[config.mk]
export PLATFORM = sky130hd
export DESIGN_NAME = pc_card_host_interface
export DESIGN_NICKNAME = d
export VERILOG_FILES = /design/src/hdl/card_pkg.sv /design/src/hdl/byte_pair_sequencer.sv /design/src/hdl/pc_card_host_interface.sv
export SDC_FILE = /design/constraint.sdc
export NUM_CORES = 1
export LEC_CHECK = 0
export ABC_AREA = 1
export ABC_CLOCK_PERIOD_IN_PS = 3300
export BUFFER_PORTS_ARGS = -buffer_cell sky130_fd_sc_hd__buf_2
export CAP_MARGIN = 20
export CORE_MARGIN = 4
export CORE_UTILIZATION = 58
export CTS_BUF_LIST = sky130_fd_sc_hd__clkbuf_8
export DETAILED_ROUTE_END_ITERATION = 8
export PLACE_DENSITY = 0.94
export SYNTH_ARGS = -nofsm -noshare
export SYNTH_HDL_FRONTEND = slang
export SYNTH_SLANG_ARGS = --single-unit
[constraint.sdc]
create_clock -name mclk -period 3.3 [get_ports mclk]
set_input_delay 0.66 -clock mclk [delete_from_list [all_inputs] [get_ports mclk]]
set_output_delay 0.66 -clock mclk [all_outputs]
set_load 0.05 [all_outputs]
[src/hdl/card_pkg.sv]
// Constants and types shared by the card host interface and its sequencer.
package card_pkg;

  // ****************************************************************
  // Clock and local memory timing
  // ****************************************************************
  localparam int CLK_PERIOD_NS = 8;
  localparam int MEM_ACCESS_NS = 24;
  // Least access time rounded up to whole clock cycles.
  localparam int MEM_PHASE_CYCLES_INT =
    (MEM_ACCESS_NS + CLK_PERIOD_NS - 1) / CLK_PERIOD_NS;
  localparam logic [3:0] MEM_PHASE_LAST = 4'(MEM_PHASE_CYCLES_INT - 1);
  localparam logic [3:0] COUNT_ZERO     = 4'h0;
  localparam logic [3:0] COUNT_STEP     = 4'h1;

  // ****************************************************************
  // Attribute space layout
  // ****************************************************************
  localparam logic [15:0] CCR_FIRST_ADDR  = 16'h03F0;
  localparam logic [15:0] CCR_SECOND_ADDR = 16'h03F2;
  localparam logic [15:0] CCR_THIRD_ADDR  = 16'h03F4;
  localparam logic [15:0] CCR_FOURTH_ADDR = 16'h03F6;
  localparam int          CCR_COUNT       = 4;
  localparam logic [7:0]  CCR_RESET       = 8'h00;
  localparam logic [15:0] ADDR_STEP       = 16'h0001;

  // ****************************************************************
  // Card configuration register fields
  // ****************************************************************
  localparam int         CFG_INDEX_MSB  = 5;
  localparam logic [5:0] CFG_INDEX_NONE = 6'h00;
  localparam int         SOFT_RESET_BIT = 7;
  localparam int         INTR_BIT       = 1;

  // ****************************************************************
  // I/O window decode
  // ****************************************************************
  localparam int         IO_REG_BITS          = 5;
  localparam logic [4:0] SRAM_DATA_PORT_INDEX = 5'h10;

  // ****************************************************************
  // Shared ISA interrupt pins, in order 15, 12, 11, 10, 3, 4, 5, 9
  // ****************************************************************
  localparam int IRQ_PINS     = 8;
  localparam int PIN_SRAM_CS  = 1;
  localparam int PIN_INPACK   = 2;
  localparam int PIN_STSCHG   = 3;
  localparam int PIN_IREQ     = 4;

  // ****************************************************************
  // Byte pair sequencer states, Gray coded along the wide path
  // ****************************************************************
  typedef enum logic [1:0] {
    SEQ_IDLE = 2'b00,
    SEQ_LOW  = 2'b01,
    SEQ_HIGH = 2'b11,
    SEQ_DONE = 2'b10
  } seq_state_type;

endpackage

[src/hdl/byte_pair_sequencer.sv]
// Byte pair sequencer that runs one or two 8-bit local memory accesses.
`timescale 1ns/1ps
`default_nettype none
module byte_pair_sequencer
  import card_pkg::*;
(
  input  wire logic        mclk,
  input  wire logic        rst_n,
  input  wire logic        clk_en,
  input  wire logic        start,
  input  wire logic        wide,
  input  wire logic        write,
  input  wire logic [15:0] base_addr,
  input  wire logic [15:0] wdata,
  input  wire logic [7:0]  mem_rdata,
  output logic             busy,
  output logic             done,
  output logic [15:0]      rdata,
  output logic [15:0]      mem_addr,
  output logic [7:0]       mem_wdata,
  output logic             mem_rd,
  output logic             mem_wr
);
  import card_pkg::*;

  seq_state_type state, next_state;
  logic [3:0]    count, next_count;
  logic          wide_q, next_wide_q;
  logic          write_q, next_write_q;
  logic [15:0]   addr_q, next_addr_q;
  logic [15:0]   wdata_q, next_wdata_q;
  logic [15:0]   next_rdata;

  // ****************************************************************
  // Sequencing
  // ****************************************************************

  // Steps through low byte then, when wide, high byte, one phase each.
  always_comb begin
    next_state   = state;
    next_count   = count;
    next_wide_q  = wide_q;
    next_write_q = write_q;
    next_addr_q  = addr_q;
    next_wdata_q = wdata_q;
    next_rdata   = rdata;
    case (state)
      SEQ_IDLE: begin
        if (start) begin
          next_state   = SEQ_LOW;
          next_count   = COUNT_ZERO;
          next_wide_q  = wide;
          next_write_q = write;
          next_addr_q  = base_addr;
          next_wdata_q = wdata;
        end
      end
      SEQ_LOW: begin
        if (count == MEM_PHASE_LAST) begin
          next_rdata[7:0] = mem_rdata;
          next_count      = COUNT_ZERO;
          next_state      = wide_q ? SEQ_HIGH : SEQ_DONE;
        end else begin
          next_count = count + COUNT_STEP;
        end
      end
      SEQ_HIGH: begin
        if (count == MEM_PHASE_LAST) begin
          next_rdata[15:8] = mem_rdata;
          next_state       = SEQ_DONE;
        end else begin
          next_count = count + COUNT_STEP;
        end
      end
      SEQ_DONE: begin
        next_state = SEQ_IDLE;
      end
      default: begin
        next_state = SEQ_IDLE;
      end
    endcase
  end

  // Registers the sequencer state; a low clock enable freezes it.
  always_ff @(posedge mclk or negedge rst_n) begin
    if (!rst_n) begin
      state   <= SEQ_IDLE;
      count   <= COUNT_ZERO;
      wide_q  <= 1'b0;
      write_q <= 1'b0;
      addr_q  <= 16'h0000;
      wdata_q <= 16'h0000;
      rdata   <= 16'h0000;
    end else if (clk_en) begin
      state   <= next_state;
      count   <= next_count;
      wide_q  <= next_wide_q;
      write_q <= next_write_q;
      addr_q  <= next_addr_q;
      wdata_q <= next_wdata_q;
      rdata   <= next_rdata;
    end
  end

  // Drives the memory strobes from the registered state.
  assign busy      = (state != SEQ_IDLE);
  assign done      = (state == SEQ_DONE);
  assign mem_addr  = (state == SEQ_HIGH) ? addr_q + ADDR_STEP : addr_q;
  assign mem_wdata = (state == SEQ_HIGH) ? wdata_q[15:8] : wdata_q[7:0];
  assign mem_rd    = (state == SEQ_LOW || state == SEQ_HIGH) && !write_q;
  assign mem_wr    = (state == SEQ_LOW || state == SEQ_HIGH) && write_q;

endmodule // byte_pair_sequencer
`default_nettype wire

[src/hdl/pc_card_host_interface.sv]
// Card mode host port: strap, pin reuse, attribute decode and routing.
`timescale 1ns/1ps
`default_nettype none
module pc_card_host_interface
  import card_pkg::*;
(
  input  wire logic                mclk,
  input  wire logic                rst_n,
  input  wire logic                clk_en,
  input  wire logic                card_mode_strap,
  input  wire logic                sleep_n,
  input  wire logic                ce1_n,
  input  wire logic                ce2_n,
  input  wire logic                reg_n,
  input  wire logic                we_n,
  input  wire logic                oe_n,
  input  wire logic                iord_n,
  input  wire logic                iowr_n,
  input  wire logic                boot_rom_pin_n,
  input  wire logic [15:0]         addr,
  input  wire logic [15:0]         data_in,
  input  wire logic                shared_memory_match,
  input  wire logic                pio_select,
  input  wire logic                nonvolatile_write_enable,
  input  wire logic                core_irq,
  input  wire logic [15:0]         core_rdata,
  input  wire logic [15:0]         sram_pointer,
  input  wire logic                isa_channel_ready,
  input  wire logic                isa_io_width16,
  input  wire logic [IRQ_PINS-1:0] isa_irq_drive,
  input  wire logic [7:0]          mem_rdata,
  output logic [15:0]              data_out,
  output logic                     data_oe,
  output logic                     ready_pin_out,
  output logic                     ready_pin_oe,
  output logic                     width_pin_out,
  output logic                     width_pin_oe,
  output logic [IRQ_PINS-1:0]      irq_pin_out,
  output logic [IRQ_PINS-1:0]      irq_pin_oe,
  output logic                     card_mode,
  output logic                     core_sleep_n,
  output logic                     eeprom_optional,
  output logic                     core_soft_reset,
  output logic [IO_REG_BITS-1:0]   core_reg_index,
  output logic                     core_io_rd,
  output logic                     core_io_wr,
  output logic [15:0]              core_wdata,
  output logic                     byte_high_enable_n,
  output logic                     address_enable_isa,
  output logic                     isa_memr_n,
  output logic                     isa_memw_n,
  output logic                     isa_ior_n,
  output logic                     isa_iow_n,
  output logic                     boot_rom_match_n,
  output logic [15:0]              mem_addr,
  output logic [7:0]               mem_wdata,
  output logic                     flash_cs_n,
  output logic                     sram_cs_n,
  output logic                     mem_oe_n,
  output logic                     mem_we_n
);
  import card_pkg::*;

  // ****************************************************************
  // Strap capture
  // ****************************************************************
  logic strap_taken, next_strap_taken;
  logic next_card_mode;

  // Samples the strap once after reset release and holds it.
  always_comb begin
    next_strap_taken = 1'b1;
    next_card_mode   = strap_taken ? card_mode : card_mode_strap;
  end

  // Registers the captured mode.
  always_ff @(posedge mclk or negedge rst_n) begin
    if (!rst_n) begin
      strap_taken <= 1'b0;
      card_mode   <= 1'b0;
    end else if (clk_en) begin
      strap_taken <= next_strap_taken;
      card_mode   <= next_card_mode;
    end
  end

  // ****************************************************************
  // Cycle decode
  // ****************************************************************
  logic [7:0]  card_config_reg_second [CCR_COUNT];
  logic [7:0]  next_ccr [CCR_COUNT];
  logic        served, next_served;
  logic        target_sram, next_target_sram;
  logic [15:0] next_data_out;
  logic [4:0]  next_core_reg_index;
  logic        io_enabled, ce_any, wide_req, lane_high;
  logic        attr_acc, attr_valid, common_acc, io_acc, cyc_active;
  logic        ccr_hit, flash_attr, flash_common, sram_common, io_sram;
  logic        mem_req, is_write, write_blocked, seq_start;
  logic        seq_busy, seq_done;
  logic [15:0] seq_rdata, seq_addr, seq_wdata, byte_addr;
  logic        seq_rd, seq_wr;
  logic [1:0]  ccr_index;
  logic [7:0]  ccr_rd_value;

  // Enable needs a nonzero index and no soft reset pending.
  assign io_enabled = (card_config_reg_second[0][CFG_INDEX_MSB:0] != CFG_INDEX_NONE) &&
                      !card_config_reg_second[0][SOFT_RESET_BIT];

  // Splits a card cycle into attribute, common and I/O kinds.
  assign ce_any     = card_mode && (!ce1_n || !ce2_n);
  assign wide_req   = !ce1_n && !ce2_n;
  assign lane_high  = ce1_n;
  assign attr_acc   = ce_any && !reg_n && (!oe_n || !we_n);
  assign common_acc = ce_any && reg_n && (!oe_n || !we_n);
  assign io_acc     = ce_any && io_enabled &&
                      (!iord_n || !iowr_n);
  assign cyc_active = attr_acc || common_acc || io_acc;
  assign attr_valid = attr_acc && !addr[0] && !ce1_n;
  assign ccr_hit    = attr_valid &&
                      (addr[15:3] == CCR_FIRST_ADDR[15:3]);
  assign ccr_index  = addr[2:1];
  assign flash_attr = attr_valid && !ccr_hit;
  assign flash_common = common_acc && shared_memory_match;
  assign sram_common  = common_acc && !shared_memory_match &&
                        !pio_select;
  assign io_sram    = io_acc && pio_select &&
                      (addr[4:0] == SRAM_DATA_PORT_INDEX);
  assign is_write   = !we_n || !iowr_n;
  assign write_blocked = (flash_attr || flash_common) && is_write &&
                         !nonvolatile_write_enable;
  assign mem_req    = flash_attr || flash_common || sram_common || io_sram;
  assign seq_start  = mem_req && !write_blocked && !served && !seq_busy;

  // Attribute space is byte wide; narrow cycles pick the byte by enables.
  assign byte_addr  = {addr[15:1], addr[0] | ce1_n};
  assign seq_addr   = io_sram ? sram_pointer : byte_addr;
  assign seq_wdata  = (wide_req && !attr_acc) ? data_in :
                      (lane_high ? {8'h00, data_in[15:8]} :
                                   {8'h00, data_in[7:0]});

  // Reads back a configuration register; interrupt bit shows the core.
  always_comb begin
    ccr_rd_value = card_config_reg_second[ccr_index];
    if (ccr_index == CCR_SECOND_ADDR[2:1]) begin
      ccr_rd_value[INTR_BIT] = core_irq;
    end
  end

  // Computes register writes, the served flag and the read data.
  always_comb begin
    for (int i = 0; i < CCR_COUNT; i++) begin
      next_ccr[i] = card_config_reg_second[i];
    end
    next_served         = served;
    next_target_sram    = target_sram;
    next_data_out       = data_out;
    next_core_reg_index = core_reg_index;
    if (!cyc_active) begin
      next_served = 1'b0;
    end else if (ccr_hit && !we_n && !served) begin
      next_ccr[ccr_index] = data_in[7:0];
      next_served         = 1'b1;
    end else if (write_blocked && !served) begin
      next_served = 1'b1;
    end else if (seq_done) begin
      next_served = 1'b1;
    end
    if (seq_start) begin
      next_target_sram = sram_common || io_sram;
    end
    if (ccr_hit && !oe_n) begin
      next_data_out = {8'h00, ccr_rd_value};
    end else if (seq_done) begin
      if (wide_req && !attr_acc) begin
        next_data_out = seq_rdata;
      end else if (lane_high) begin
        next_data_out = {seq_rdata[7:0], 8'h00};
      end else begin
        next_data_out = {8'h00, seq_rdata[7:0]};
      end
    end else if (io_acc && !iord_n && !io_sram) begin
      next_data_out = core_rdata;
    end
    if (io_acc) begin
      next_core_reg_index = addr[IO_REG_BITS-1:0];
    end
  end

  // Registers decode state; configuration registers clear on reset.
  always_ff @(posedge mclk or negedge rst_n) begin
    if (!rst_n) begin
      for (int i = 0; i < CCR_COUNT; i++) begin
        card_config_reg_second[i] <= CCR_RESET;
      end
      served         <= 1'b0;
      target_sram    <= 1'b0;
      data_out       <= 16'h0000;
      core_reg_index <= 5'h00;
    end else if (clk_en) begin
      for (int i = 0; i < CCR_COUNT; i++) begin
        card_config_reg_second[i] <= next_ccr[i];
      end
      served         <= next_served;
      target_sram    <= next_target_sram;
      data_out       <= next_data_out;
      core_reg_index <= next_core_reg_index;
    end
  end

  // ****************************************************************
  // Local memory sequencing
  // ****************************************************************
  byte_pair_sequencer u_seq (
    .mclk      (mclk),
    .rst_n     (rst_n),
    .clk_en    (clk_en),
    .start     (seq_start),
    .wide      (wide_req && !attr_acc),
    .write     (is_write),
    .base_addr (seq_addr),
    .wdata     (seq_wdata),
    .mem_rdata (mem_rdata),
    .busy      (seq_busy),
    .done      (seq_done),
    .rdata     (seq_rdata),
    .mem_addr  (mem_addr),
    .mem_wdata (mem_wdata),
    .mem_rd    (seq_rd),
    .mem_wr    (seq_wr)
  );

  // Chip selects follow the latched target while a phase runs.
  assign flash_cs_n = !((seq_rd || seq_wr) && !target_sram);
  assign sram_cs_n  = !((seq_rd || seq_wr) && target_sram);
  assign mem_oe_n   = !seq_rd;
  assign mem_we_n   = !seq_wr;

  // ****************************************************************
  // Pin reuse and core side
  // ****************************************************************
  logic                wait_n, inpack_n, iois16_n;
  logic [IRQ_PINS-1:0] card_val, card_oe;

  // Holds the host off until a memory cycle has been served.
  assign wait_n   = !(mem_req && !write_blocked && !served);
  assign inpack_n = !(io_acc && !iord_n);
  assign iois16_n = !(ce_any && io_enabled);
  assign data_oe  = wait_n && ((ccr_hit && !oe_n) ||
                    ((flash_attr || flash_common || sram_common) && !oe_n) ||
                    (io_acc && !iord_n));

  // Shared ready and width pins: CMOS in card mode, open drain otherwise.
  assign ready_pin_out = card_mode ? wait_n : 1'b0;
  assign ready_pin_oe  = card_mode ? 1'b1 : !isa_channel_ready;
  assign width_pin_out = card_mode ? iois16_n : 1'b0;
  assign width_pin_oe  = card_mode ? 1'b1 : isa_io_width16;

  // Card-mode values of the interrupt pins; spare ones are left undriven.
  always_comb begin
    card_val              = '1;
    card_oe               = '0;
    card_val[PIN_SRAM_CS] = sram_cs_n;
    card_oe[PIN_SRAM_CS]  = 1'b1;
    card_val[PIN_INPACK]  = inpack_n;
    card_oe[PIN_INPACK]   = 1'b1;
    card_val[PIN_STSCHG]  = 1'b1;
    card_oe[PIN_STSCHG]   = 1'b1;
    card_val[PIN_IREQ]    = !core_irq;
    card_oe[PIN_IREQ]     = 1'b1;
  end

  // Selects per pin between card function and ISA interrupt drive.
  for (genvar g = 0; g < IRQ_PINS; g++) begin : g_irq_pin
    assign irq_pin_out[g] = card_mode ? card_val[g] : 1'b1;
    assign irq_pin_oe[g]  = card_mode ? card_oe[g] : isa_irq_drive[g];
  end

  // ISA meanings of the shared inputs are passed only in ISA mode.
  assign byte_high_enable_n = card_mode ? 1'b1 : ce2_n;
  assign address_enable_isa = card_mode ? 1'b0 : reg_n;
  assign isa_memr_n         = card_mode ? 1'b1 : oe_n;
  assign isa_memw_n         = card_mode ? 1'b1 : we_n;
  assign isa_ior_n          = card_mode ? 1'b1 : iord_n;
  assign isa_iow_n          = card_mode ? 1'b1 : iowr_n;
  assign boot_rom_match_n   = card_mode ? 1'b1 : ce1_n;
  assign core_sleep_n       = sleep_n;
  assign eeprom_optional    = card_mode;
  assign core_soft_reset    = card_config_reg_second[0][SOFT_RESET_BIT];
  assign core_io_rd         = io_acc && !iord_n && !io_sram;
  assign core_io_wr         = io_acc && !iowr_n && !io_sram;
  assign core_wdata         = data_in;
endmodule // pc_card_host_interface
`default_nettype wire

* After elaboration in Yosys (flattened, before gate mapping)
Cells that the tools add are included. Widths: inputs -> output; s select.
Storage, ports and cells: output and inout bits 99, bits in registers 113, bits of input ports 99
Cells by class: reduce and logical (&&, ||, !) cells 98, add/subtract/negate cells 2, magnitude comparators 2, bitwise logic cells 3, equal/unequal tests 12, mux-type cells 52
Operator list (count):
- $mux 16 | 8
- $mux 8 | 5
- $logic_and 1x1->1 | 39
- $bwmux 32 | 1
- $logic_not 1->1 | 29
- $mux 1 | 28
- $add 16x1->16 const B | 1
- $bmux 8 s2 | 1
- $demux 8 s2 | 1
- $logic_or 1x1->1 | 14
- $eq 13x7->1 const B | 1
- $mux 4 | 3
- $pmux 4 s3 | 1
- $reduce_and 3->1 | 4
- $reduce_and 2->1 | 5
- $pmux 2 s4 | 1
- $reduce_and 4->1 | 2
- $mux 2 | 3
- $reduce_bool 3->1 | 2
- $reduce_bool 6->1 | 1
- $eq 5x5->1 const B | 1
- $add 4x1->4 const B | 1
- $eq 2x1->1 const B | 2
- $eq 2x2->1 const B | 2
- 11 further kinds | 13

* Longest topological paths before layout
depth in word-level cells 19, depth in mapped cells 14, mapped depth without buffers 13

* Modules after synthesis
From an unflattened synthesis, not the netlist that was laid out.
Second synthesis, totals: cell total of the unflattened synthesis 904, area total of the unflattened synthesis 6513.7 µm²
Modules (own cells, without submodules):
- pc_card_host_interface | cells an instance 542, times used 1, area each 3733.6 µm²
- byte_pair_sequencer | cells an instance 362, times used 1, area each 2780.2 µm²

* Worst setup path after synthesis
Ideal clock, no wire load.
kind register -> output, start point reg card_mode, end point out data_oe, path buffers 1, required time 2640 ps, slack 285 ps, stages on the path, launching flop included 10, data arrival time 2355 ps, cell sequence dfrtp_1 -> buf_4 -> nand2_4 -> a21oi_1 -> nand3_1 -> nand2_1 -> nand2_1 -> nand2_1 -> nor2_4 -> a31oi_1
On the way: longest elaborated chain between the ends 16, elaborated cells between the ends (all ways) 32, classes of those cells reduce/logical: 32
RTL lines:
- start, declared | line pc_card_host_interface.sv:40 | output logic card_mode,
- start signal, assigned | line pc_card_host_interface.sv:83 | card_mode <= next_card_mode;
- $logic_and 1x1->1 * | line pc_card_host_interface.sv:111 | assign ce_any = card_mode && (!ce1_n || !ce2_n);
- $logic_and 1x1->1 (2 in series) | line pc_card_host_interface.sv:114 | assign attr_acc = ce_any && !reg_n && (!oe_n || !we_n);
- $logic_and 1x1->1 (2 in series) | line pc_card_host_interface.sv:119 | assign attr_valid = attr_acc && !addr[0] && !ce1_n;
- $logic_and 1x1->1 | line pc_card_host_interface.sv:120 | assign ccr_hit = attr_valid &&
- $logic_not 1->1 | line pc_card_host_interface.sv:123 | assign flash_attr = attr_valid && !ccr_hit;
- $logic_and 1x1->1 | line pc_card_host_interface.sv:123
- $logic_or 1x1->1 | line pc_card_host_interface.sv:130, pc_card_host_interface.sv:132, pc_card_host_interface.sv:250
- $logic_and 1x1->1 (2 in series) | line pc_card_host_interface.sv:130 | assign write_blocked = (flash_attr || flash_common) && is_write &&
- $logic_not 1->1 | line pc_card_host_interface.sv:246 | assign wait_n = !(mem_req && !write_blocked && !served);
- $logic_and 1x1->1 (2 in series) | line pc_card_host_interface.sv:246
- $logic_not 1->1 | line pc_card_host_interface.sv:246
- $logic_and 1x1->1 * | line pc_card_host_interface.sv:249 | assign data_oe = wait_n && ((ccr_hit && !oe_n) ||
- end, declared | line pc_card_host_interface.sv:33 | output logic data_oe,
Every way passes the cells marked *; elsewhere a longest branch is shown, timed or not.

* Final worst setup path
start point reg u_seq.state[0], end point out mem_addr[15]
On the way: longest elaborated chain between the ends 2
RTL lines:
- start, declared | line byte_pair_sequencer.sv:26 | seq_state_type state, next_state;
- start signal, assigned | line byte_pair_sequencer.sv:95 | state <= next_state;
- $eq 2x2->1 | line byte_pair_sequencer.sv:108 | assign mem_addr = (state == SEQ_HIGH) ? addr_q + ADDR_STEP : addr_q;
- $mux 16 | line byte_pair_sequencer.sv:108
- end, declared | line pc_card_host_interface.sv:55 | output logic [15:0] mem_addr,
Every way passes these cells.

==> out/results.env <==
RUN_STATUS='finished, final reports clean'
SETUP_FIX_BUFS_POST_CTS=0
TRACK_USAGE=0.271
MAXCAPVIOLCOUNT=0
GLOBALPLACE.CONGESTION=0.943
FINAL_CORE_AREA_UTILIZATION=0.686
PWR-SHARE-SEQ=0.381
HP-CLASS='in -> async'
WORST_PATH_LARGEST_CELL_DELAY_NS=0.50
DETAIL_ROUTED_NET_LENGTH_PER_STANDARD_CELL_UM=15.9
WORSTSETUPENDPOINTTYPE='output port'
CTSROOTBUFFERMASTER='sky130_fd_sc_hd__clkbuf_8'
CTS_INSERTED_BUFFERS=9
MET3_WIRELENGTH_UM=1530
DPL.HPWL_UM=13200
CPLARGESTDELAYFAMILY='simple AND/OR/NAND/NOR gates'
PERIOD_SHARE=0.955
TOP_LAYER='met5'
DR_TOTAL_VIAS=5973
SYNTHESIS.AREA_PER_INSTANCE_UM2=8.08
TIMING.CRITICAL_PATH.FANOUT_MAX=10
REPORT.POWER.TOTAL_mW=5.23
FULL_DIE_AREA_MM2=0.0129
WORSTREGTOREGCELLS=11
CLK_LATENCY_NS=0.38
CRITICAL_PATH_CLASS='reg -> out'
P_SW_FRAC=0.489
SYNTH_WARNINGS=0
GRT.OVERFLOW.TOTAL=0
TOTAL_SWITCHING_POWER_mW=2.56
MOST_FREQUENT_STANDARD_CELL_IN_THE_LAYOUT_EXCLUDING_FILL_AND_TAP_CELLS='sky130_fd_sc_hd__nand2_1'
DESIGN.CORE.AREA_MM2=0.0109
LAYOUT-DRIVE-GT1-SHARE=0.327
WORSTPATHCELLLIST='nand2_2 -> nor3_2 -> nand3_1 -> nor2_1 -> nand3_1 -> nor3_2 -> xor2_1 -> buf_2'
YS_SEQ_AREA_FRAC=0.434
LAYOUT.NETS=1062
MAXIMUM_NUMBER_OF_PINS_ON_ONE_NET_BEFORE_GLOBAL_ROUTE_REPAIR=68
POWER.COMBINATIONAL.FRACTION=0.468
SETUP_REPAIR_AFTER_GLOBAL_ROUTING_MISSED_ITS_MARGIN='false'
FIRSTDRTPASSITERS=7
CRIT_PATH_START_KIND='flip-flop'
GRT_PASS1_VIAS=5692
REPORT.FINAL.HOLD_VIOL_COUNT=0
ANTENNA_VIOLATING_NETS_POST_ROUTE=0
WORST_EP_ARRIVAL_TIME_NS=2.49
WIRE_LENGTH_OF_THE_FIRST_GLOBAL_ROUTING_PASS_UM=27800
ACHIEVABLE-FREQUENCY_MHz=317
CLOCKPOWERSHARE=0.150
SYN-INSTANCE-COUNT=800
FP-ROW-COUNT=38
CTS_MAX_LEVEL=3
DIODES=0
CTS.HOLD.BUFFERS_ADDED=0
POWER_PER_CELL_AREA_mW_PER_MM2=700
SETUP_TNS_NS=0
R2R_START='card_config_reg_second[28]$_DFFE_PN0P_'
REQUIRED_NS=2.64
CTS_SINKS=112
PATH_DEPTH=8
R2R_END='u_seq.wdata_q[14]$_DFFE_PN0P_'
DETAILEDROUTE.FIRSTITERATIONVIOLATIONS=485
REGTOREGSETUPSLACK_NS=1.10
INITIAL_ANTENNA_VIOLATION_COUNT=1
FLOW.AREA_GROWTH_FROM_SYNTHESIS_PCT=15.5
CLOCK_TREE_FROM_TRITONCTS='yes'
CTS_BUFFER_DEPTH=2
P_LEAK_nW=3.94
TIGHTEST_SLEW_NS=0.653
FLOORPLAN.INITIALDENSITY=0.594
MAXSLEWHEADROOM=0.565
ROUTED_WIRELENGTH_UM=17600
POST_SYNTH_NUM_CELL_TYPES=38
N_FILL_CELL=893
DIE_WD_UM=114
P_INT_mW=2.67
PLACEMENT.IO_BUFFERS=189
MIN_PERIOD_NS=3.15
REPORT.FINAL.SETUP_VIOL=0
CTS.REPORTEDPATHS.CLKPINSLEW_NS=0.11
CP_SLOWEST_CELL='sky130_fd_sc_hd__dfrtp_2'
DIE_H_UM=114
ROUTEDLENGTHMET1_UM=7090
PEAKVDDDROP_mV=0.483
DRC_MARKERS=0
SYNTH.CELL_AREA_MM2=0.00646
TIMING.FINAL.MAX_SLEW_VIOLATIONS=0
CTS-RESIZED-GATES=0
MET2ROUTEDLENGTH_UM=8360
DETAIL_ROUTE.VIAS_PER_CELL=5.41
YOSYS_REGISTER_BITS=112
FINCLKSKEW_NS=0.0115
MOST-COMMON-LAYOUT-CELLS='286 x sky130_fd_sc_hd__nand2_1, 188 x sky130_fd_sc_hd__buf_2, 110 x sky130_fd_sc_hd__dfrtp_1'
IOS=198
BUFFERS_PLUS_INVERTERS_ON_THE_WORST_SETUP_PATH=1
-- power by group through the flow --
stage	sequential, mW	clock (mW)	combinational [mW]
after floorplan	2.18	0	1.71
final	1.99	0.786	2.45
after detailed placement	2.00	0	2.45
after CTS	1.98	0.786	2.46
after global routing	2.04	0.842	2.64
after global placement	1.99	0	2.39
-- state kept, by name, summed over array words and instances, names as in the netlist, 2 cells and up --
| name | count |
|---|---|
| u_seq.wdata_q | 16 |
| data_out | 16 |
| u_seq.state | 2 |
| core_reg_index | 5 |
| u_seq.count | 4 |
| u_seq.rdata | 16 |
| card_config_reg_second | 30 |
| u_seq.addr_q | 16 |
-- cell usage after synthesis (all sizes together) --
cell type | number | share of area
a22oi | 7 | 0.0081
nor3 | 10 | 0.015
nand4 | 2 | 0.0019
a31oi | 2 | 0.0019
clkinv | 4 | 0.0031
clkbuf | 8 | 0.0046
xor2 | 13 | 0.018
inv | 47 | 0.027
mux2 | 17 | 0.030
nand2 | 301 | 0.19
o211ai | 8 | 0.0093
a21oi | 16 | 0.012
nor4 | 1 | 0.00097
nor2 | 48 | 0.036
conb | 1 | 0.00058
o21ai | 105 | 0.10
o21bai | 1 | 0.0012
nand3 | 36 | 0.031
ha | 3 | 0.0058
buf | 43 | 0.055
or2 | 11 | 0.011
xnor2 | 4 | 0.0054
dfrtp | 112 | 0.43
-- stage by stage --
| step | worst slack (ns) | cell area (um^2) | hold WS [ns] | instances |
|---|---|---|---|---|
| detailed placement | 0.322 | 7280 | 0.459 | 1089 |
| global placement | 0.389 | 7280 | 0.436 | 1089 |
| global route | 0.0303 | 7470 | 0.321 | 1105 |
| floorplan | 0.285 | 6480 | 0.364 | 804 |
| finish | 0.148 | 7470 | 0.275 | 1105 |
| CTS | 0.0305 | 7460 | 0.303 | 1105 |
-- worst max-delay path by stage --
stage / end / start
6_report: mem_addr[15] / u_seq.state[0]$_DFFE_PN0P_
5_1_grt: mem_addr[15] / u_seq.state[0]$_DFFE_PN0P_
4_1_cts: mem_addr[15] / u_seq.state[0]$_DFFE_PN0P_
3_5_place_dp: data_oe / ce1_n
3_3_place_gp: data_oe / ce1_n
2_1_floorplan: data_oe / card_mode$_DFFE_PN0P_
-- final cells by class --
class	count	area, um^2	share of cell area
flip-flops and latches	112	2810	0.376
clock buffers	10	138	0.0184
repair buffers	196	1010	0.136
well taps	140	175	0.0235
multi-input cells	590	3090	0.414
clock inverters	6	43.8	0.00587
inverters	51	196	0.0263
-- logic make-up after synthesis --
group           count (synthesis)  share of synthesized area
mux                            17                     0.0296
simple gates                  409                      0.282
fa+ha+maj                       3                    0.00581
xor+xnor                       17                     0.0230
buf+inv                       102                     0.0898
flops                         112                      0.434
other cells                     1                   0.000580
compound gates                139                      0.135
-- layer usage --
metal,GRT usage,vias to the layer above
met1,0.365,2745
met3,0.0366,47
li1,-,2870
met2,0.441,309
met4,0.119,2
met5,0,-
Power figures use the tool's default switching activity.
